<file path="config.mk">
export PLATFORM = sky130hd
export DESIGN_NAME = tmp_ctrl
export DESIGN_NICKNAME = d
export VERILOG_FILES = /design/src/core/tmp_pkg.sv /design/src/core/tmp_ctrl.sv /design/src/core/tmp_tick.sv
export SDC_FILE = /design/constraint.sdc
export NUM_CORES = 1
export LEC_CHECK = 0
export ABC_AREA = 0
export ABC_CLOCK_PERIOD_IN_PS = 15900
export BUFFER_PORTS_ARGS = -buffer_cell sky130_fd_sc_hd__buf_4
export CAP_MARGIN = 20
export CORE_UTILIZATION = 45
export CTS_BUF_LIST = sky130_fd_sc_hd__clkbuf_2 sky130_fd_sc_hd__clkbuf_4 sky130_fd_sc_hd__clkbuf_8
export DETAILED_ROUTE_END_ITERATION = 10
export GPL_TIMING_DRIVEN = 0
export PLACE_DENSITY = 0.71
export SYNTH_ARGS = -nofsm -noshare
export SYNTH_HDL_FRONTEND = slang
export SYNTH_SLANG_ARGS = --single-unit
</file>
<file path="constraint.sdc">
create_clock -name mclk -period 15.9 [get_ports mclk]
set_input_delay 4.77 -clock mclk [delete_from_list [all_inputs] [get_ports mclk]]
set_output_delay 4.77 -clock mclk [all_outputs]
set_load 0.02 [all_outputs]
</file>
<file path="src/core/tmp_pkg.sv">
`default_nettype none
package tmp_pkg;
   // ---------------------------------------------------------------
   // timing
   // ---------------------------------------------------------------
   localparam int CLK_PERIOD_NS = 10;
   localparam int TICK_NS = 1000;
   localparam int TICK_CYC = (TICK_NS + CLK_PERIOD_NS - 1) / CLK_PERIOD_NS;
   localparam int US_PER_MS = 1000;
   localparam int FAST_CONV_MS = 6;
   localparam int NORMAL_CONV_MS = 240;
   localparam int SPS_CONV_MS = 60;
   localparam int SPS_PERIOD_MS = 1000;
   localparam int TMR_W = 20;
   localparam int TICK_W = 12;
   localparam logic [TMR_W-1:0] TMR_ZERO = 20'h00000;
   localparam logic [TMR_W-1:0] TMR_ONE = 20'h00001;
   localparam logic [TICK_W-1:0] TICK_ZERO = 12'h000;
   localparam logic [TICK_W-1:0] TICK_ONE = 12'h001;

   // ---------------------------------------------------------------
   // register map and reset values
   // ---------------------------------------------------------------
   localparam logic [7:0] REG_TEMP_MSB = 8'h00;
   localparam logic [7:0] REG_TEMP_LSB = 8'h01;
   localparam logic [7:0] REG_STATUS = 8'h02;
   localparam logic [7:0] REG_CFG = 8'h03;
   localparam logic [7:0] REG_HIGH_MSB = 8'h04;
   localparam logic [7:0] REG_HIGH_LSB = 8'h05;
   localparam logic [7:0] REG_LOW_MSB = 8'h06;
   localparam logic [7:0] REG_LOW_LSB = 8'h07;
   localparam logic [7:0] REG_CRIT_MSB = 8'h08;
   localparam logic [7:0] REG_CRIT_LSB = 8'h09;
   localparam logic [7:0] REG_ID = 8'h0B;
   localparam logic [7:0] CFG_RST = 8'h00;
   localparam logic [15:0] HIGH_RST = 16'h2000;
   localparam logic [15:0] LOW_RST = 16'h0A00;
   localparam logic [15:0] CRIT_RST = 16'h4980;
   localparam logic [15:0] TEMP_RST = 16'h0000;
   localparam logic [15:0] FAST_CRIT_LIM = 16'h4980;
   localparam logic [15:0] FAST_LIMIT_LIM = 16'h2000;
   localparam logic [7:0] BYTE_ZERO = 8'h00;
   localparam logic [7:0] PTR_ONE = 8'h01;

   // ---------------------------------------------------------------
   // serial port
   // ---------------------------------------------------------------
   localparam logic [4:0] ADDR_BASE = 5'h12;
   localparam logic [3:0] BIT_ZERO = 4'h0;
   localparam logic [3:0] BIT_ONE = 4'h1;
   localparam logic [3:0] BITS_PER_BYTE = 4'h8;

   typedef enum logic [1:0]
   {
      MODE_NORMAL = 2'h0,
      MODE_ONE_SHOT = 2'h1,
      MODE_ONE_SPS = 2'h2,
      MODE_SHUTDOWN = 2'h3
   } tmp_mode_t;

   typedef struct packed
   {
      logic res_16;
      tmp_mode_t op_mode;
      logic int_mode;
      logic limit_pol;
      logic crit_pol;
      logic [1:0] fault_q;
   } tmp_cfg_t;

   typedef struct packed
   {
      logic crit;
      logic high;
      logic low;
   } tmp_cmp_t;

   typedef struct packed
   {
      logic busy;
      tmp_cmp_t cmp;
      logic [3:0] rsvd;
   } tmp_stat_t;

   typedef struct packed
   {
      logic out;
      logic oe_n;
   } tmp_od_t;

   typedef enum logic [1:0]
   {
      CV_FAST = 2'h0,
      CV_CONV = 2'h1,
      CV_IDLE = 2'h3,
      CV_SHUT = 2'h2
   } tmp_cv_t;

   typedef enum logic [2:0]
   {
      I2_IDLE = 3'h0,
      I2_ADDR = 3'h1,
      I2_AACK = 3'h3,
      I2_WR = 3'h2,
      I2_WACK = 3'h6,
      I2_RD = 3'h7,
      I2_RACK = 3'h5
   } tmp_i2_t;
endpackage
`default_nettype wire

</file>
<file path="src/core/tmp_ctrl.sv">
// How it works
// - four modes: normal, one-shot, one-per-second, shutdown
// - normal mode converts back to back, 240 ms
// - every finished result lands in temperature registers
// - first conversion after reset is fast, 6 ms
// - fast result above 147 C trips critical alert
// - fast result above 64 C trips limit alert
// - conversions timed internally; serial clock only for access
// - limit alert when above high or below low
// - critical alert when above critical setpoint
// - configuration bits set both alert polarities
// - configuration bit picks interrupt or comparator behaviour
// - reset: both alerts active low, comparator
// - mode bits 0 then 1 select one-shot
// - one-shot converts once then shuts down
// - each one-shot write starts a new conversion
// - two strap inputs form low address bits
// - one-per-second: 60 ms conversion, idle rest
// - shutdown stops conversions; normal write restarts them
// - interrupt mode: any register read clears alerts
`default_nettype none
module tmp_ctrl #(
   parameter int FAST_CONV_US = tmp_pkg::FAST_CONV_MS * tmp_pkg::US_PER_MS,
   parameter int NORMAL_CONV_US = tmp_pkg::NORMAL_CONV_MS * tmp_pkg::US_PER_MS,
   parameter int SPS_CONV_US = tmp_pkg::SPS_CONV_MS * tmp_pkg::US_PER_MS,
   parameter int SPS_IDLE_US = (tmp_pkg::SPS_PERIOD_MS - tmp_pkg::SPS_CONV_MS)
                               * tmp_pkg::US_PER_MS,
   // arbitrary value
   parameter logic [7:0] ID_CODE = 8'h5A
) (
   // clock and reset
   input wire logic mclk,
   input wire logic reset,
   // sensor front end
   input wire logic [15:0] temp_code,
   // serial port
   input wire logic scl,
   input wire logic sda_in,
   output tmp_pkg::tmp_od_t sda_pad,
   input wire logic bus_addr_sel_lo,
   input wire logic bus_addr_sel_hi,
   // alert pins
   output tmp_pkg::tmp_od_t critical_alert_out,
   output tmp_pkg::tmp_od_t limit_alert_out
);
   import tmp_pkg::*;

   // ---------------------------------------------------------------
   // state
   // ---------------------------------------------------------------
   logic tick;
   tmp_cv_t cv_ff, nxt_cv;
   logic [TMR_W-1:0] tmr_ff, nxt_tmr;
   logic conv_done;
   tmp_cfg_t cfg_ff, nxt_cfg;
   logic [15:0] temp_ff, nxt_temp, high_ff, nxt_high, low_ff, nxt_low, crit_ff, nxt_crit;
   tmp_cmp_t cmp_ff, nxt_cmp;
   logic lim_act_ff, nxt_lim_act, crit_act_ff, nxt_crit_act;
   tmp_od_t lim_pin_ff, nxt_lim_pin, crit_pin_ff, nxt_crit_pin, sda_ff, nxt_sda;
   tmp_i2_t i2_ff, nxt_i2;
   logic [3:0] bit_ff, nxt_bit;
   logic [7:0] sh_ff, nxt_sh, ptr_ff, nxt_ptr;
   logic rw_ff, nxt_rw, first_ff, nxt_first, nack_ff, nxt_nack;
   logic scl_q_ff, sda_q_ff;
   logic [1:0] sel_ff, nxt_sel;
   logic sel_ok_ff;
   logic wr_stb, rd_stb, cfg_wr;
   logic c_crit, c_high, c_low;
   tmp_cfg_t wr_cfg;
   logic [7:0] rd_data;

   // internal time base, independent of the serial clock
   tmp_tick #(
      .DIV(TICK_CYC)
   ) u_tick (
      .mclk(mclk),
      .reset(reset),
      .tick(tick)
   );

   function automatic logic [TMR_W-1:0] conv_len(input tmp_mode_t m);
      conv_len = (m == MODE_ONE_SPS) ? TMR_W'(SPS_CONV_US - 1)
                                     : TMR_W'(NORMAL_CONV_US - 1);
   endfunction

   function automatic logic [7:0] rd_byte(input logic [7:0] a);
      tmp_stat_t st;
      st = '{busy: (cv_ff == CV_FAST) || (cv_ff == CV_CONV), cmp: cmp_ff, rsvd: 4'h0};
      case (a)
         REG_TEMP_MSB: rd_byte = temp_ff[15:8];
         REG_TEMP_LSB: rd_byte = temp_ff[7:0];
         REG_STATUS: rd_byte = st;
         REG_CFG: rd_byte = cfg_ff;
         REG_HIGH_MSB: rd_byte = high_ff[15:8];
         REG_HIGH_LSB: rd_byte = high_ff[7:0];
         REG_LOW_MSB: rd_byte = low_ff[15:8];
         REG_LOW_LSB: rd_byte = low_ff[7:0];
         REG_CRIT_MSB: rd_byte = crit_ff[15:8];
         REG_CRIT_LSB: rd_byte = crit_ff[7:0];
         REG_ID: rd_byte = ID_CODE;
         default: rd_byte = BYTE_ZERO;
      endcase
   endfunction

   // ---------------------------------------------------------------
   // serial port slave
   // ---------------------------------------------------------------
   always_comb
   begin
      nxt_i2 = i2_ff;
      nxt_bit = bit_ff;
      nxt_sh = sh_ff;
      nxt_ptr = ptr_ff;
      nxt_rw = rw_ff;
      nxt_first = first_ff;
      nxt_nack = nack_ff;
      nxt_sda = sda_ff;
      nxt_sel = sel_ok_ff ? sel_ff : {bus_addr_sel_hi, bus_addr_sel_lo};
      wr_stb = 1'b0;
      rd_stb = 1'b0;
      rd_data = rd_byte(ptr_ff);
      if (scl && scl_q_ff && !sda_q_ff && sda_in)
      begin
         nxt_i2 = I2_IDLE;
         nxt_sda.oe_n = 1'b1;
      end
      else if (scl && scl_q_ff && sda_q_ff && !sda_in)
      begin
         nxt_i2 = I2_ADDR;
         nxt_bit = BIT_ZERO;
         nxt_sda.oe_n = 1'b1;
      end
      else
      begin
         case (i2_ff)
            I2_ADDR, I2_WR:
            begin
               if (scl && !scl_q_ff)
               begin
                  nxt_sh = {sh_ff[6:0], sda_in};
                  nxt_bit = bit_ff + BIT_ONE;
               end
               else if (!scl && scl_q_ff && bit_ff == BITS_PER_BYTE)
               begin
                  if (i2_ff == I2_ADDR)
                  begin
                     if (sh_ff[7:1] == {ADDR_BASE, sel_ff})
                     begin
                        nxt_i2 = I2_AACK;
                        nxt_rw = sh_ff[0];
                        nxt_first = 1'b1;
                        nxt_sda.oe_n = 1'b0;
                     end
                     else
                        nxt_i2 = I2_IDLE;
                  end
                  else
                  begin
                     // first data byte after the address sets the pointer
                     wr_stb = !first_ff;
                     nxt_ptr = first_ff ? sh_ff : ptr_ff + PTR_ONE;
                     nxt_first = 1'b0;
                     nxt_i2 = I2_WACK;
                     nxt_sda.oe_n = 1'b0;
                  end
               end
            end
            I2_AACK, I2_RACK:
            begin
               if (scl && !scl_q_ff && i2_ff == I2_RACK)
                  nxt_nack = sda_in;
               else if (!scl && scl_q_ff)
               begin
                  if (i2_ff == I2_AACK && !rw_ff)
                  begin
                     nxt_i2 = I2_WR;
                     nxt_bit = BIT_ZERO;
                     nxt_sda.oe_n = 1'b1;
                  end
                  else if (i2_ff == I2_RACK && nack_ff)
                  begin
                     nxt_i2 = I2_IDLE;
                     nxt_sda.oe_n = 1'b1;
                  end
                  else
                  begin
                     rd_stb = 1'b1;
                     nxt_sh = rd_data;
                     nxt_ptr = ptr_ff + PTR_ONE;
                     nxt_sda.oe_n = rd_data[7];
                     nxt_bit = BIT_ONE;
                     nxt_i2 = I2_RD;
                  end
               end
            end
            I2_WACK:
            begin
               if (!scl && scl_q_ff)
               begin
                  nxt_i2 = I2_WR;
                  nxt_bit = BIT_ZERO;
                  nxt_sda.oe_n = 1'b1;
               end
            end
            I2_RD:
            begin
               if (!scl && scl_q_ff)
               begin
                  if (bit_ff == BITS_PER_BYTE)
                  begin
                     nxt_i2 = I2_RACK;
                     nxt_sda.oe_n = 1'b1;
                  end
                  else
                  begin
                     nxt_sda.oe_n = sh_ff[6];
                     nxt_sh = {sh_ff[6:0], 1'b0};
                     nxt_bit = bit_ff + BIT_ONE;
                  end
               end
            end
            I2_IDLE: ;
            default: nxt_i2 = I2_IDLE;
         endcase
      end
   end

   always_ff @(posedge mclk or posedge reset)
   begin
      if (reset)
      begin
         i2_ff <= I2_IDLE;
         bit_ff <= BIT_ZERO;
         sh_ff <= BYTE_ZERO;
         ptr_ff <= REG_TEMP_MSB;
         rw_ff <= 1'b0;
         first_ff <= 1'b0;
         nack_ff <= 1'b0;
         sda_ff <= '{out: 1'b0, oe_n: 1'b1};
         scl_q_ff <= 1'b1;
         sda_q_ff <= 1'b1;
         sel_ff <= 2'h0;
         sel_ok_ff <= 1'b0;
      end
      else
      begin
         i2_ff <= nxt_i2;
         bit_ff <= nxt_bit;
         sh_ff <= nxt_sh;
         ptr_ff <= nxt_ptr;
         rw_ff <= nxt_rw;
         first_ff <= nxt_first;
         nack_ff <= nxt_nack;
         sda_ff <= nxt_sda;
         scl_q_ff <= scl;
         sda_q_ff <= sda_in;
         sel_ff <= nxt_sel;
         sel_ok_ff <= 1'b1;
      end
   end

   // ---------------------------------------------------------------
   // conversion sequencer
   // ---------------------------------------------------------------
   assign wr_cfg = sh_ff;
   assign cfg_wr = wr_stb && ptr_ff == REG_CFG;

   always_comb
   begin
      nxt_cv = cv_ff;
      nxt_tmr = tmr_ff;
      conv_done = tick && tmr_ff == TMR_ZERO && (cv_ff == CV_FAST || cv_ff == CV_CONV);
      if (tick && tmr_ff != TMR_ZERO && cv_ff != CV_SHUT)
         nxt_tmr = tmr_ff - TMR_ONE;
      case (cv_ff)
         CV_FAST:
         begin
            if (conv_done)
            begin
               nxt_cv = (cfg_ff.op_mode == MODE_SHUTDOWN) ? CV_SHUT : CV_CONV;
               nxt_tmr = conv_len(cfg_ff.op_mode);
            end
         end
         CV_CONV:
         begin
            if (conv_done)
            begin
               case (cfg_ff.op_mode)
                  MODE_NORMAL: nxt_tmr = conv_len(MODE_NORMAL);
                  MODE_ONE_SHOT: nxt_cv = CV_SHUT;
                  MODE_ONE_SPS:
                  begin
                     nxt_cv = CV_IDLE;
                     nxt_tmr = TMR_W'(SPS_IDLE_US - 1);
                  end
                  default: nxt_cv = CV_SHUT;
               endcase
            end
         end
         CV_IDLE:
         begin
            if (tick && tmr_ff == TMR_ZERO)
            begin
               nxt_cv = CV_CONV;
               nxt_tmr = conv_len(MODE_ONE_SPS);
            end
         end
         CV_SHUT: ;
         default: nxt_cv = CV_SHUT;
      endcase
      // a shutdown, one-shot or changed-mode write, or any mode write while shut down, overrides the sequencer
      if (cfg_wr)
      begin
         if (wr_cfg.op_mode == MODE_SHUTDOWN)
            nxt_cv = CV_SHUT;
         else if (wr_cfg.op_mode == MODE_ONE_SHOT || cv_ff == CV_SHUT
                  || wr_cfg.op_mode != cfg_ff.op_mode)
         begin
            nxt_cv = CV_CONV;
            nxt_tmr = conv_len(wr_cfg.op_mode);
         end
      end
   end

   always_ff @(posedge mclk or posedge reset)
   begin
      if (reset)
      begin
         cv_ff <= CV_FAST;
         tmr_ff <= TMR_W'(FAST_CONV_US - 1);
      end
      else
      begin
         cv_ff <= nxt_cv;
         tmr_ff <= nxt_tmr;
      end
   end

   // ---------------------------------------------------------------
   // registers and alerts
   // ---------------------------------------------------------------
   always_comb
   begin
      nxt_cfg = cfg_ff;
      nxt_high = high_ff;
      nxt_low = low_ff;
      nxt_crit = crit_ff;
      nxt_temp = temp_ff;
      nxt_cmp = cmp_ff;
      nxt_lim_act = lim_act_ff;
      nxt_crit_act = crit_act_ff;
      if (wr_stb)
      begin
         case (ptr_ff)
            REG_CFG: nxt_cfg = wr_cfg;
            REG_HIGH_MSB: nxt_high[15:8] = sh_ff;
            REG_HIGH_LSB: nxt_high[7:0] = sh_ff;
            REG_LOW_MSB: nxt_low[15:8] = sh_ff;
            REG_LOW_LSB: nxt_low[7:0] = sh_ff;
            REG_CRIT_MSB: nxt_crit[15:8] = sh_ff;
            REG_CRIT_LSB: nxt_crit[7:0] = sh_ff;
            default: ;
         endcase
      end
      // fast result uses fixed trip points, not the setpoints
      if (cv_ff == CV_FAST)
      begin
         c_crit = $signed(temp_code) > $signed(FAST_CRIT_LIM);
         c_high = $signed(temp_code) > $signed(FAST_LIMIT_LIM);
         c_low = 1'b0;
      end
      else
      begin
         c_crit = $signed(temp_code) > $signed(crit_ff);
         c_high = $signed(temp_code) > $signed(high_ff);
         c_low = $signed(temp_code) < $signed(low_ff);
      end
      if (conv_done)
      begin
         nxt_temp = temp_code;
         nxt_cmp = '{crit: c_crit, high: c_high, low: c_low};
      end
      if (cfg_ff.int_mode)
      begin
         // a read clears, a finishing conversion sets; set wins
         if (rd_stb)
         begin
            nxt_lim_act = 1'b0;
            nxt_crit_act = 1'b0;
         end
         if (conv_done && (c_high || c_low))
            nxt_lim_act = 1'b1;
         if (conv_done && c_crit)
            nxt_crit_act = 1'b1;
      end
      else if (conv_done)
      begin
         nxt_lim_act = c_high || c_low;
         nxt_crit_act = c_crit;
      end
      nxt_lim_pin = '{out: 1'b0, oe_n: !(lim_act_ff ^ cfg_ff.limit_pol)};
      nxt_crit_pin = '{out: 1'b0, oe_n: !(crit_act_ff ^ cfg_ff.crit_pol)};
   end

   always_ff @(posedge mclk or posedge reset)
   begin
      if (reset)
      begin
         cfg_ff <= CFG_RST;
         high_ff <= HIGH_RST;
         low_ff <= LOW_RST;
         crit_ff <= CRIT_RST;
         temp_ff <= TEMP_RST;
         cmp_ff <= '{crit: 1'b0, high: 1'b0, low: 1'b0};
         lim_act_ff <= 1'b0;
         crit_act_ff <= 1'b0;
         lim_pin_ff <= '{out: 1'b0, oe_n: 1'b1};
         crit_pin_ff <= '{out: 1'b0, oe_n: 1'b1};
      end
      else
      begin
         cfg_ff <= nxt_cfg;
         high_ff <= nxt_high;
         low_ff <= nxt_low;
         crit_ff <= nxt_crit;
         temp_ff <= nxt_temp;
         cmp_ff <= nxt_cmp;
         lim_act_ff <= nxt_lim_act;
         crit_act_ff <= nxt_crit_act;
         lim_pin_ff <= nxt_lim_pin;
         crit_pin_ff <= nxt_crit_pin;
      end
   end

   assign sda_pad = sda_ff;
   assign limit_alert_out = lim_pin_ff;
   assign critical_alert_out = crit_pin_ff;
endmodule
`default_nettype wire

</file>
<file path="src/core/tmp_tick.sv">
`default_nettype none
module tmp_tick #(
   parameter int DIV = 100
) (
   // clock and reset
   input wire logic mclk,
   input wire logic reset,
   // one-cycle enable
   output logic tick
);
   import tmp_pkg::*;

   logic [TICK_W-1:0] cnt_ff;
   logic [TICK_W-1:0] nxt_cnt;
   logic tick_ff;
   logic nxt_tick;

   always_comb
   begin
      nxt_tick = (cnt_ff == TICK_W'(DIV - 1));
      nxt_cnt = nxt_tick ? TICK_ZERO : cnt_ff + TICK_ONE;
   end

   always_ff @(posedge mclk or posedge reset)
   begin
      if (reset)
      begin
         cnt_ff <= TICK_ZERO;
         tick_ff <= 1'b0;
      end
      else
      begin
         cnt_ff <= nxt_cnt;
         tick_ff <= nxt_tick;
      end
   end

   assign tick = tick_ff;
endmodule
`default_nettype wire

</file>
Yosys cells after proc, flatten, opt, wreduce, memory -nomap -nowiden:

Index checks and enable logic that the tools add are counted.

* add/sub/neg operators: 4
* magnitude comparators: 5
* eq/ne operators: 58
* multiplexer cells: 102
* bitwise operators: 5
* reductions and logical operators: 60

Operators by type and width (number)
* 20-bit two-way mux: 7
* 8-bit two-way mux: 15
* 8-bit case mux with 11 select lines: 1
* 20-bit case mux with 3 select lines: 1
* 20-bit case mux with 2 select lines: 1
* 1-bit two-way mux: 38
* 18-bit two-way mux: 2
* 3-bit two-way mux: 12
* 4-bit two-way mux: 9
* 8-bit by 3-bit equality test with 1-bit output, second input constant: 4
* 16-bit > comparator: 2
* 4-bit != test, second input constant: 8
* 8-bit by 4-bit equality test with 1-bit output, second input constant: 3
* 8-bit case mux with 3 select lines: 1
* 2-bit != test, second input constant: 11
* 3-bit != test, second input constant: 7
* 20-bit logical NOT: 1
* 10-bit AND reduction: 2
* 20-bit nonzero test: 1
* 20-bit by 1-bit subtractor with 20-bit output, second input constant: 1
* 1-bit logical AND: 18
* 2-bit AND reduction: 9
* 8-bit by 2-bit equality test with 1-bit output, second input constant: 2
* 16-bit by 15-bit > comparator with 1-bit output, second input constant: 1
* 43 further kinds: 77

* bits in registers: 146
* bits of input ports: 22
* output and inout port bits: 6
* word-level logic and storage cells: 270

Logic depth before layout (Yosys ltp):

Gate-level depths: netlist of the first run.

* depth in word-level cells: 12
* gate-level depth with buffers: 10
* mapped depth without buffers: 8

Hierarchy:

Synthesis of the first run repeated with hierarchy kept, for this count alone.

* cells, all modules: 1033
* area total of the unflattened synthesis: 8957.3 um2

By module, submodules not included
* tmp_ctrl: instances 1, cells each 982, area each 8383.0 um2, seq. area each 3355.7 um2
* tmp_tick: instances 1, cells each 51, area each 574.3 um2, seq. area each 325.3 um2

Worst setup path after synthesis of the first run:

OpenSTA, ideal clock, no wires.

* path kind: in2reg
* from: input scl
* to: register high_ff[6]
* setup time: 128 ps
* arrival: 6074 ps
* data required time: 15772 ps
* path slack: 9698 ps
* stages on the path: 6
* buffers on the path: 1
* cell sequence: nor3b_1 -> and3_1 -> and2_1 -> clkbuf_1 -> nand2_1 -> mux2_1

* word-level cells in the longest chain between the ends: 9
* elaborated cells between the ends (all ways): 15
* those cells by class: 5 x mux; 10 x reduce/logical

RTL lines
* from (decl): line tmp_ctrl.sv:37 `input wire logic scl,`
* 1-bit logical NOT: line tmp_ctrl.sv:143 `else if (!scl && scl_q_ff && bit_ff == BITS_PER_BYTE)`
* 1-bit logical AND (2 in a row): line tmp_ctrl.sv:143
* 1-bit two-way mux: line tmp_ctrl.sv:143
* 1-bit two-way mux: line tmp_ctrl.sv:138 `if (scl && !scl_q_ff)`
* 1-bit two-way mux: line tmp_ctrl.sv:135 `case (i2_ff)`
* 1-bit two-way mux: line tmp_ctrl.sv:127 `else if (scl && scl_q_ff && sda_q_ff && !sda_in)`
* 1-bit two-way mux (*): line tmp_ctrl.sv:122 `if (scl && scl_q_ff && !sda_q_ff && sda_in)`
* 2-bit AND reduction (no source line) (*)
* to (signal assigned): line tmp_ctrl.sv:423 `high_ff <= nxt_high;`
* to (decl): line tmp_ctrl.sv:56 `logic [15:0] temp_ff, nxt_temp, high_ff, nxt_high, low_ff, nxt_low, crit_ff, nxt_crit;`

Every way passes the cells marked *; elsewhere a longest branch is shown, timed or not.
A chain may end at the register's enable or synchronous reset.

Final worst setup path of the first run:

* from: input scl
* to: register tmr_ff[1]

* word-level cells in the longest chain between the ends: 10
* elaborated cells between the ends (all ways): 16
* those cells by class: 6 x mux; 10 x reduce/logical

RTL lines
* 1-bit logical NOT: line tmp_ctrl.sv:143
* 1-bit logical AND (2 in a row): line tmp_ctrl.sv:143
* 1-bit two-way mux: line tmp_ctrl.sv:143
* 1-bit two-way mux: line tmp_ctrl.sv:138
* 1-bit two-way mux: line tmp_ctrl.sv:135
* 1-bit two-way mux: line tmp_ctrl.sv:127
* 1-bit two-way mux (*): line tmp_ctrl.sv:122
* 1-bit logical AND (*): line tmp_ctrl.sv:266 `assign cfg_wr = wr_stb && ptr_ff == REG_CFG;`
* 20-bit two-way mux (*): line tmp_ctrl.sv:312 `if (cfg_wr)`
* named net nxt_tmr[1]: line tmp_ctrl.sv:53 `logic [TMR_W-1:0] tmr_ff, nxt_tmr;`
* to (signal assigned): line tmp_ctrl.sv:330 `tmr_ff <= TMR_W'(FAST_CONV_US - 1);`
* to (signal assigned): line tmp_ctrl.sv:335 `tmr_ff <= nxt_tmr;`
* to (decl): line tmp_ctrl.sv:53

Mark *: on every way through the listed nets, which the timed path passes. The rest lies on a longest branch.

==> run metrics, run 1 <==
Yosys reg bits=146; Overflow after GRT=0; Fillers=~1.8k; cts repair resizes=0; Initial Utilization=0.464; diode count=0; post-synthesis xor/xnor area fraction=0.0335; vias post-DR=between 7k and 8k; Final Non-Filler Cells=approximately 1.3k; Port Buf Inserts=24; largest family of logic cells by synthesized area=simple AND/OR/NAND/NOR gates; Max Clock Skew=~0.019 ns; Clk pwr share=0.377; share of total power in sequential cells=0.441; nets@finish=1,130; top area cells in the synthesized netlist=dfrtp_1, ha_1, nand2_1; Post-Synthesis Cells=roughly 1.0k; worst slack at placement=between 9 and 10 ns; Compound-Gate Fraction of Synth Area=0.162; first-pass GRT wire length=40.2 mm; Detailed Routing Iterations Pass 1=5; Syn Area/Cell=just over 9 µm²; R2R cell count=10; layout cell share with drive strength beyond 1=0.152; FF-to-FF End=sh_ff[2]$_DFFE_PP0P_; WL/cell=18.9 µm; Hold Fails Final Rpt=0; DRT antenna net count=0; status=complete, no violations; Clk pin slew, worst setup/hold paths=approximately 0.080 ns; CP Cell Sequence=buf_4 > nor3b_1 > and3_1 > nand2_1 > a221oi_2 > a31oi_1 > nand2_1; ys async rst share=1.00; gr usage total=0.256; CP Capture Type=flop; HP Start=crit_act_ff$_DFFE_PP0P_; most frequent cells in the layout=nand2_1, dfrtp_1, inv_1, a21oi_1, ha_1; Crit-path slowest cell=a221oi_2; root buffer cell=clkbuf_8; die area=0.0209 mm²; area grow syn2layout=11.3%; simple-gate share of the synthesized area=0.201; CTS Sinks=146; hold buffers post-CTS=0; Int Power=0.646 mW; commonest non-fill, non-tap cell in the layout=nand2_1; max_slew headroom=0.517; Synth Flop Type=dfrtp_1; leading area contributor after synthesis=dfrtp_1; Warnings, synthesis=0; largest net degree at the start of global routing=100; Required @ worst endpoint=between 15 and 20 ns; placed cells=roughly 1.3k; sw frac=0.297; multiplexer share of the synthesized area=0.0680; fin worst setup slack=between 9 and 10 ns; Pwr Density=90.3 mW/mm²; P_sw=around 0.27 mW; Placer Congestion=0.911; worst vdd ir=about 0.000049 V; number of synthesized flops with an enable pin=0; number of top-level pins=28; Adder-Cell Fraction of Synth Area=0.0763; r2r setup slk=12.93 ns; H-tree Lvls=4; half-perimeter wire length after placement=18.3 mm; die height=roughly 140 µm; Final setup viols=0; Max FO, Critical Path=8; Hold WS=about 0.43 ns; mapped cell area=slightly above 0.009 mm²; setup tns final=0 ns; crit share post-route=0.400; Die Width=approximately 140 µm; Crit path largest cell delay=about 0.57 ns; CP dominant cell by count=nand2_1; worst skew pair latency=around 0.47 ns; Tmin final=between 6 and 7 ns; register area share after synthesis=0.402; core region area=around 0.02 mm²; Hold Crit Class=flop to flop; LEAKAGE=between 4 and 5 nW; post-CTS setup buffers=0; top-area cell type share of the netlist area=0.339; Yosys cell types=just under 90; 1st-iter DRT viols=~750; Total Routed Length=25.2 mm; residual DRC count=0; fin. max-slew vios=0; CTS buffer count=17; Slew @ Worst Pin=approximately 0.72 ns; CP top delay family=simple AND/OR/NAND/NOR gates; clock tree buffer depth=2; via-per-instance ratio=slightly below 6; worst hold stages=1; CP Launch Type=input port; RR Startpoint=ptr_ff[0]$_DFFE_PP0P_; Hold Path Sink=critical_alert_out[0]$_DFF_PP1_; RSZ-0062 raised after global routing=no; initial antenna violation count=0; vias in the first global route=7,572; Bufs and invs on worst path=1; combinational cell fraction of total power=0.182; FMAX=between 150 and 200 MHz; max cap viols=0; CTS tree=built; FP Rows=between 50 and 60; data arrival time of the worst path=6.75 ns; Crit Path Class=input port to flop
## cell usage after synthesis, types with 4 or more instances
library cell / n
dfrtp_1: 124
a222oi_1: 7
a211oi_1: 7
mux2_2: 48
o311ai_0: 4
o21ai_0: 43
a22oi_1: 27
buf_2: 8
nor2_1: 44
mux2i_1: 7
nor4_1: 11
a221oi_1: 6
a21o_1: 4
or3_1: 4
buf_1: 7
or4_1: 7
ha_1: 55
and3_1: 8
dfstp_2: 22
a31oi_1: 7
nor3b_1: 5
and2_1: 8
and4_1: 4
nand4_1: 20
clkbuf_1: 35
o211ai_1: 11
o21a_1: 4
nor3_1: 20
inv_1: 65
xor2_1: 15
nor2b_1: 6
nand2b_1: 9
xnor2_1: 20
nand2_1: 164
nand3_1: 32
a21oi_1: 63
## layer usage
metal,vias up,share of wire,track usage
met3,47,0.071,0.0533
met1,3848,0.44,0.347
met5,-,0,0
met2,299,0.46,0.401
met4,0,0.027,0.0942
li1,3696,-,-
## cell families (layout without fill, tap and decap cells)
| family | Yosys count | in the layout |
|---|---|---|
| AO/OA/AOI/OAI | 222 | 222 |
| AND/OR/NAND/NOR | 367 | 367 |
| adder cells (fa/ha/maj) | 56 | 56 |
| flip-flops | 146 | 146 |
| XOR/XNOR | 35 | 35 |
| other | 2 | 4 |
| multiplexers | 56 | 56 |
| buffers and inverters | 122 | 180 |
## worst max path at each step
stage / startpoint / to / cells past startpoint / slack (ns)
after floorplan: reset / bit_ff[0]$_DFFE_PP0P_ / 1 / 7.24
after global placement: reset / temp_ff[8]$_DFFE_PP0P_ / 2 / 5.51
after detailed placement: scl / high_ff[6]$_DFFE_PP0P_ / 7 / 9.11
after CTS: scl / high_ff[6]$_DFFE_PP0P_ / 7 / 9.61
after global routing: scl / tmr_ff[6]$_DFF_PP1_ / 7 / 9.39
final: scl / tmr_ff[1]$_DFF_PP1_ / 7 / 9.55
## final cells by class
| type | count | area [µm²] | share of cell area |
|---|---|---|---|
| clock inverter | 10 | 180 | 0.0177 |
| sequential | 146 | 3680 | 0.362 |
| multi-input combinational | 740 | 4960 | 0.487 |
| inverter | 65 | 249 | 0.0245 |
| timing repair buffer | 26 | 218 | 0.0214 |
| tap | 265 | 332 | 0.0326 |
| clock buffer | 22 | 290 | 0.0285 |
| buffer | 57 | 270 | 0.0266 |
## power groups by stage
stage | Clock [mW] | Sequential [mW] | Combinational [mW]
after floorplan | 0 | 0.407 | 0.108
after global placement | 0 | 0.411 | 0.160
after detailed placement | 0 | 0.412 | 0.165
after CTS | 0.352 | 0.405 | 0.166
after global routing | 0.366 | 0.409 | 0.184
final | 0.346 | 0.406 | 0.168
## stage by stage
step                area [µm²]  power (mW)   util
floorplan                 9150       0.515      -
global placement          9670       0.571  0.490
detailed placement        9710       0.577  0.492
CTS                      10200       0.923  0.516
global route             10200       0.959  0.516
finish                   10200       0.920  0.516
## state kept, by name, indices dropped and copies added (netlist names), 2 cells and up
register       cells
i2_ff              3
sel_ff             2
cv_ff              2
bit_ff             4
sh_ff              8
low_ff            16
ptr_ff             8
cmp_ff             3
tmr_ff            20
high_ff           16
temp_ff           16
crit_ff           16
u_tick.cnt_ff     12
cfg_ff             8
## worst reg2reg max path, stage by stage, from the launching register on
cell      delay [ns]
dfrtp_1         0.44
inv_1           0.17
ha_1            0.17
clkbuf_1        0.47
buf_1           0.59
a222oi_1        0.22
mux2i_1         0.32
nand2_1         0.14
a21oi_1         0.19
a21oi_1         0.06
o21ai_1         0.14
Note: power is estimated with default switching activity, not from simulation.
==> run 2, diff against run 1 <==
- ABC_CLOCK_PERIOD_IN_PS: 15900 -> 5150
- PLACE_DENSITY: 0.71 -> 0.73
- clock period: 15.9 -> 5.15 ns (I/O delays scaled with it)
==> run 2 against run 1 <==
  * Highest routed layer unchanged
  * Critical endpoint is now tmr_ff[6]$_DFF_PP1_
  * Hold slack improved by 0.0013 ns
  * Non-clock buffer count increased by 3
  * Sequential power increased to 3.1 times the previous value
==> run metrics, run 2 (synthesis gave the netlist of run 1 again) <==
first-pass GRT wire length=39.6 mm (-1.4%); area grow syn2layout=10.9%; clock tree buffer depth=2 (unchanged); number of top-level pins=28 (unchanged); Initial Utilization=0.464 (unchanged); LEAKAGE=4.19 nW (-0.67%); fin. max-slew vios=0 (unchanged); Tmin final=3.15 ns; worst skew pair latency=0.48 ns (about the same); Crit Path Class=input port to flop; setup tns final=0 ns (unchanged); Overflow after GRT=0 (unchanged); CTS buffer count=17 (unchanged); status=complete, no violations; root buffer cell=clkbuf_8; WL/cell=18.5 µm (-2.1%); DRT antenna net count=0 (unchanged); CTS Sinks=146 (unchanged); Hold Crit Class=flop to flop; Placer Congestion=0.922 (+1.1%); diode count=0 (unchanged); CP dominant cell by count=nand2_1; Hold Fails Final Rpt=0 (unchanged); Final setup viols=0 (unchanged); initial antenna violation count=0 (unchanged); Required @ worst endpoint=5.57 ns (-10.73 ns); 1st-iter DRT viols=706 (-5.5%); FP Rows=51 (unchanged); Port Buf Inserts=24 (unchanged); max_slew headroom=0.399 (-0.118); CTS tree=built; nets@finish=1,133 (+0.27%); total power draw=2.67 mW (+190%); hold buffers post-CTS=0 (unchanged); Reg with most FFs=tmr_ff; H-tree Lvls=4 (unchanged); Bufs and invs on worst path=1 (unchanged); Die Width=145 µm (unchanged); worst vdd ir=0.000142 V (+190%); CP Cell Sequence=buf_4 > nor3b_1 > and3_1 > nand2_1 > a221oi_2 > a31oi_1 > nand2_1; max reg flops=20 (unchanged); Detailed Routing Iterations Pass 1=7 (+2); CP Capture Type=flop; post-CTS setup buffers=0 (unchanged); Clk pin slew, worst setup/hold paths=0.09 ns (about the same); data arrival time of the worst path=3.57 ns (-3.18 ns); die height=145 µm (unchanged); RSZ-0062 raised after global routing=no; Slew @ Worst Pin=0.889 ns (+0.164 ns); max cap viols=0 (unchanged); Pwr Density=263 mW/mm² (+190%); vias in the first global route=7,401 (-2.3%); commonest non-fill, non-tap cell in the layout=nand2_1; via-per-instance ratio=5.90 (-0.54%); vias post-DR=7,865 (-0.32%); Max FO, Critical Path=8 (unchanged); most frequent cells in the layout=nand2_1, dfrtp_1, inv_1, a21oi_1, ha_1; Fillers=1,767 (-1.6%); core region area=0.0197 mm² (unchanged); gr usage total=0.252 (-0.00372); layout cell share with drive strength beyond 1=0.154 (+0.00238); largest net degree at the start of global routing=37 (-63%); FMAX=~320 MHz; Crit-path slowest cell=a221oi_2; residual DRC count=0 (unchanged); die area=0.0209 mm² (unchanged); cts repair resizes=0 (unchanged); CP top delay family=simple AND/OR/NAND/NOR gates; Final Non-Filler Cells=1,334 (+0.23%); final design utilization=0.514 (-0.00197); Hold WS=0.427 ns (+0.00135 ns); half-perimeter wire length after placement=18.0 mm (-1.2%); placed cells=1,302 (+0.23%); Max Clock Skew=0.0123 ns (-0.00665 ns); Crit path largest cell delay=0.58 ns (about the same); crit share post-route=0.612; CP Launch Type=input port; Total Routed Length=24.7 mm (-1.9%)
[run 2: worst paths after layout]
| kind | startpoint | endpoint | slack [ns] | depth (start not counted) |
|---|---|---|---|---|
| max | scl | tmr_ff[6]$_DFF_PP1_ | 2.00 | 7 |
| min | crit_act_ff$_DFFE_PP0P_ | critical_alert_out[0]$_DFF_PP1_ | 0.43 | 1 |
| max reg2reg | ptr_ff[0]$_DFFE_PP0P_ | sh_ff[0]$_DFFE_PP0P_ | 2.17 | 9 |
| min reg2reg | crit_act_ff$_DFFE_PP0P_ | critical_alert_out[0]$_DFF_PP1_ | 0.43 | 1 |
| max in group asynchronous | reset | tmr_ff[8]$_DFF_PP1_ | 2.99 | 5 |
| min in group asynchronous | reset | u_tick.cnt_ff[7]$_DFF_PP0_ | 1.09 | 2 |
[run 2: routing by layer]
metal / vias to the layer above / GRT usage / share of wire
li1: 3703 / - / -
met5: - / 0 / 0
met1: 3755 / 0.356 / 0.45
met4: 0 / 0.102 / 0.036
met3: 77 / 0.0483 / 0.070
met2: 330 / 0.378 / 0.44
[run 2: power by group]
part,leakage [nW],switching [mW],total [mW],internal (mW)
registers,1.76,0.0513,1.25,1.20
clock network,0.186,0.502,0.896,0.394
logic,2.25,0.346,0.520,0.174
[run 2: layout make-up]
| type | instances | area (µm²) | share of cell area |
|---|---|---|---|
| inverter | 65 | 248 | 0.0244 |
| sequential | 146 | 3680 | 0.363 |
| multi-input combinational | 740 | 4960 | 0.489 |
| clock inverter | 15 | 151 | 0.0149 |
| timing repair buffer | 29 | 265 | 0.0262 |
| clock buffer | 17 | 234 | 0.0231 |
| buffer | 57 | 270 | 0.0267 |
| tap | 265 | 332 | 0.0327 |
[run 2: per-stage QoR]
step	area (µm²)	setup slack, ns
3_5_place_dp	9750	1.57
4_1_cts	10100	2.06
5_1_grt	10100	1.89
3_3_place_gp	9670	0.868
2_1_floorplan	9160	1.79
6_report	10100	2.00
[run 2: worst reg2reg max path, stage by stage (launching register included)]
cell      delay, ns
dfrtp_1        0.45
inv_1          0.16
ha_1           0.17
clkbuf_1       0.48
buf_1          0.62
a22oi_1        0.24
a22oi_1        0.34
a22oi_1        0.14
o21ai_0        0.17
mux2_2         0.16
==> run 3, diff against run 2 <==
- ABC_CLOCK_PERIOD_IN_PS: 5150 -> 2900
- clock period: 5.15 -> 2.9 ns (I/O delays scaled with it)
==> run 3 against run 2 <==
  * Sequential power rose by 78%
  * Via count shrank 0.56%
  * Combinational power up 78%
  * Critical path depth grew 3
  * Hold slack worse by 0.0097 ns
  * Final cell count did not move
  * Count of clock-buffer cells in the layout is the same
  * Clock skew about the same
  * Flip-flop and latch count unchanged
==> run metrics, run 3 (synthesis gave the netlist of run 1 again) <==
CP Launch Type=flop; core region area=0.0197 mm² (unchanged); CTS buffer count=17 (unchanged); max cap viols=0 (unchanged); Placer Congestion=0.922 (unchanged); Reg with most FFs=tmr_ff; data arrival time of the worst path=3.21 ns (-0.36 ns); first-pass GRT wire length=39.6 mm (unchanged); Detailed Routing Iterations Pass 1=6 (-1); Max Clock Skew=0.0124 ns (+0.000179 ns); CTS tree=built; initial antenna violation count=0 (unchanged); Overflow after GRT=0 (unchanged); root buffer cell=clkbuf_8; die height=145 µm (unchanged); via-per-instance ratio=5.86 (-0.56%); fin. max-slew vios=0 (unchanged); diode count=0 (unchanged); residual DRC count=0 (unchanged); Crit Path Class=flop to flop; Max FO, Critical Path=10 (+2); Port Buf Inserts=24 (unchanged); WL/cell=18.5 µm (about the same); Slew @ Worst Pin=0.845 ns (-0.0435 ns); Hold WS=0.417 ns (-0.00974 ns); area grow syn2layout=11.0% (about the same); number of top-level pins=28 (unchanged); CP Capture Type=flop; CTS Sinks=146 (unchanged); die area=0.0209 mm² (unchanged); vias in the first global route=7,401 (unchanged); RSZ-0062 raised after global routing=yes; DRT antenna net count=0 (unchanged); max reg flops=20 (unchanged); layout cell share with drive strength beyond 1=0.156 (+0.00187); Tmin final=2.80 ns; Pwr Density=467 mW/mm² (+77%); Required @ worst endpoint=3.31 ns (-2.26 ns); half-perimeter wire length after placement=18.0 mm (unchanged); vias post-DR=7,821 (-0.56%); max_slew headroom=0.429 (+0.0294); Initial Utilization=0.464 (unchanged); worst skew pair latency=0.48 ns (about the same); most frequent cells in the layout=nand2_1, dfrtp_1, inv_1, a21oi_1, ha_1; H-tree Lvls=4 (unchanged); Fillers=1,764 (-0.17%); dpl cell area=0.00975 mm² (unchanged); Hold Fails Final Rpt=0 (unchanged); Total Routed Length=24.7 mm (about the same); largest net degree at the start of global routing=37 (unchanged); FMAX=between 300 and 400 MHz; clock tree buffer depth=2 (unchanged); 1st-iter DRT viols=788 (+12%); Die Width=145 µm (unchanged); Final Cell Area=0.0101 mm² (about the same); worst vdd ir=0.000252 V (+77%); final design utilization=0.515 (about the same); FP Rows=51 (unchanged); status=complete, no violations; LEAKAGE=4.19 nW (about the same); Final setup viols=0 (unchanged); gr usage total=0.252 (unchanged); Clk pin slew, worst setup/hold paths=0.09 ns (about the same); nets@finish=1,133 (unchanged); Hold Crit Class=input port to async pin; commonest non-fill, non-tap cell in the layout=nand2_1; crit share post-route=0.966
## run 3: final timing paths
| path | start | slack (ns) | cells after the start | to |
|---|---|---|---|---|
| max in group asynchronous | reset | 1.41 | 5 | tmr_ff[8]$_DFF_PP1_ |
| min | reset | 0.42 | 2 | u_tick.cnt_ff[7]$_DFF_PP0_ |
| min reg2reg | crit_act_ff$_DFFE_PP0P_ | 0.42 | 1 | critical_alert_out[0]$_DFF_PP1_ |
| max reg2reg | ptr_ff[0]$_DFFE_PP0P_ | 0.1 | 10 | sh_ff[3]$_DFFE_PP0P_ |
| max | ptr_ff[0]$_DFFE_PP0P_ | 0.1 | 10 | sh_ff[3]$_DFFE_PP0P_ |
| min in group mclk | crit_act_ff$_DFFE_PP0P_ | 0.42 | 1 | critical_alert_out[0]$_DFF_PP1_ |
## run 3: stage by stage
step	setup TNS, ns	worst slack (ns)	power (mW)	instances
2_1_floorplan	0	0.215	2.83	1008
3_3_place_gp	-86.50	-0.707	3.12	1297
3_5_place_dp	-0.000903	-0.000903	3.17	1302
4_1_cts	0	0.0110	4.74	1334
5_1_grt	-0.0174	-0.0174	4.95	1334
6_report	0	0.0999	4.74	1334
## run 3: timing repair
| item | in CTS | in global routing |
|---|---|---|
| buffers inserted | 0 | 0 |
| hold buffers | 0 | 0 |
| endpoints found under the setup margin | 0 | 4 |
| resized for setup | 0 | 2 |
## run 3: final cells by class
class / count / area [µm²] / share of cell area
clock buffers: 17 / 234 / 0.0231
well taps: 265 / 332 / 0.0327
clock inverters: 15 / 151 / 0.0149
plain buffers: 57 / 272 / 0.0268
flip-flops and latches: 146 / 3680 / 0.363
inverters: 65 / 248 / 0.0244
multi-input cells: 740 / 4970 / 0.489
repair buffers: 29 / 265 / 0.0261
## run 3: metal layers
metal  global-route usage  routed length, µm  vias up  part of all wire
li1                     -                  -     3698                 -
met1                0.356              11100     3741              0.45
met2                0.378              11000      325              0.44
met3               0.0483               1850       57             0.075
met4                0.102                785        0             0.032
met5                    0                  0        -                 0
## run 3: report_power, final
part           internal (mW)  switching, mW  leakage, nW  total, mW
registers               2.13         0.0913         1.76       2.22
clock network          0.699          0.889        0.186       1.59
logic                  0.309          0.614         2.25      0.923
total                   3.14           1.59         4.19       4.74
## run 3: critical path: stages (launching register included)
cell	delay, ns
dfrtp_1	0.45
inv_1	0.16
ha_1	0.17
clkbuf_1	0.49
buf_1	0.51
a22oi_1	0.15
mux2i_1	0.31
nand2_1	0.11
a31oi_1	0.18
a21oi_1	0.06
o21ai_1	0.14
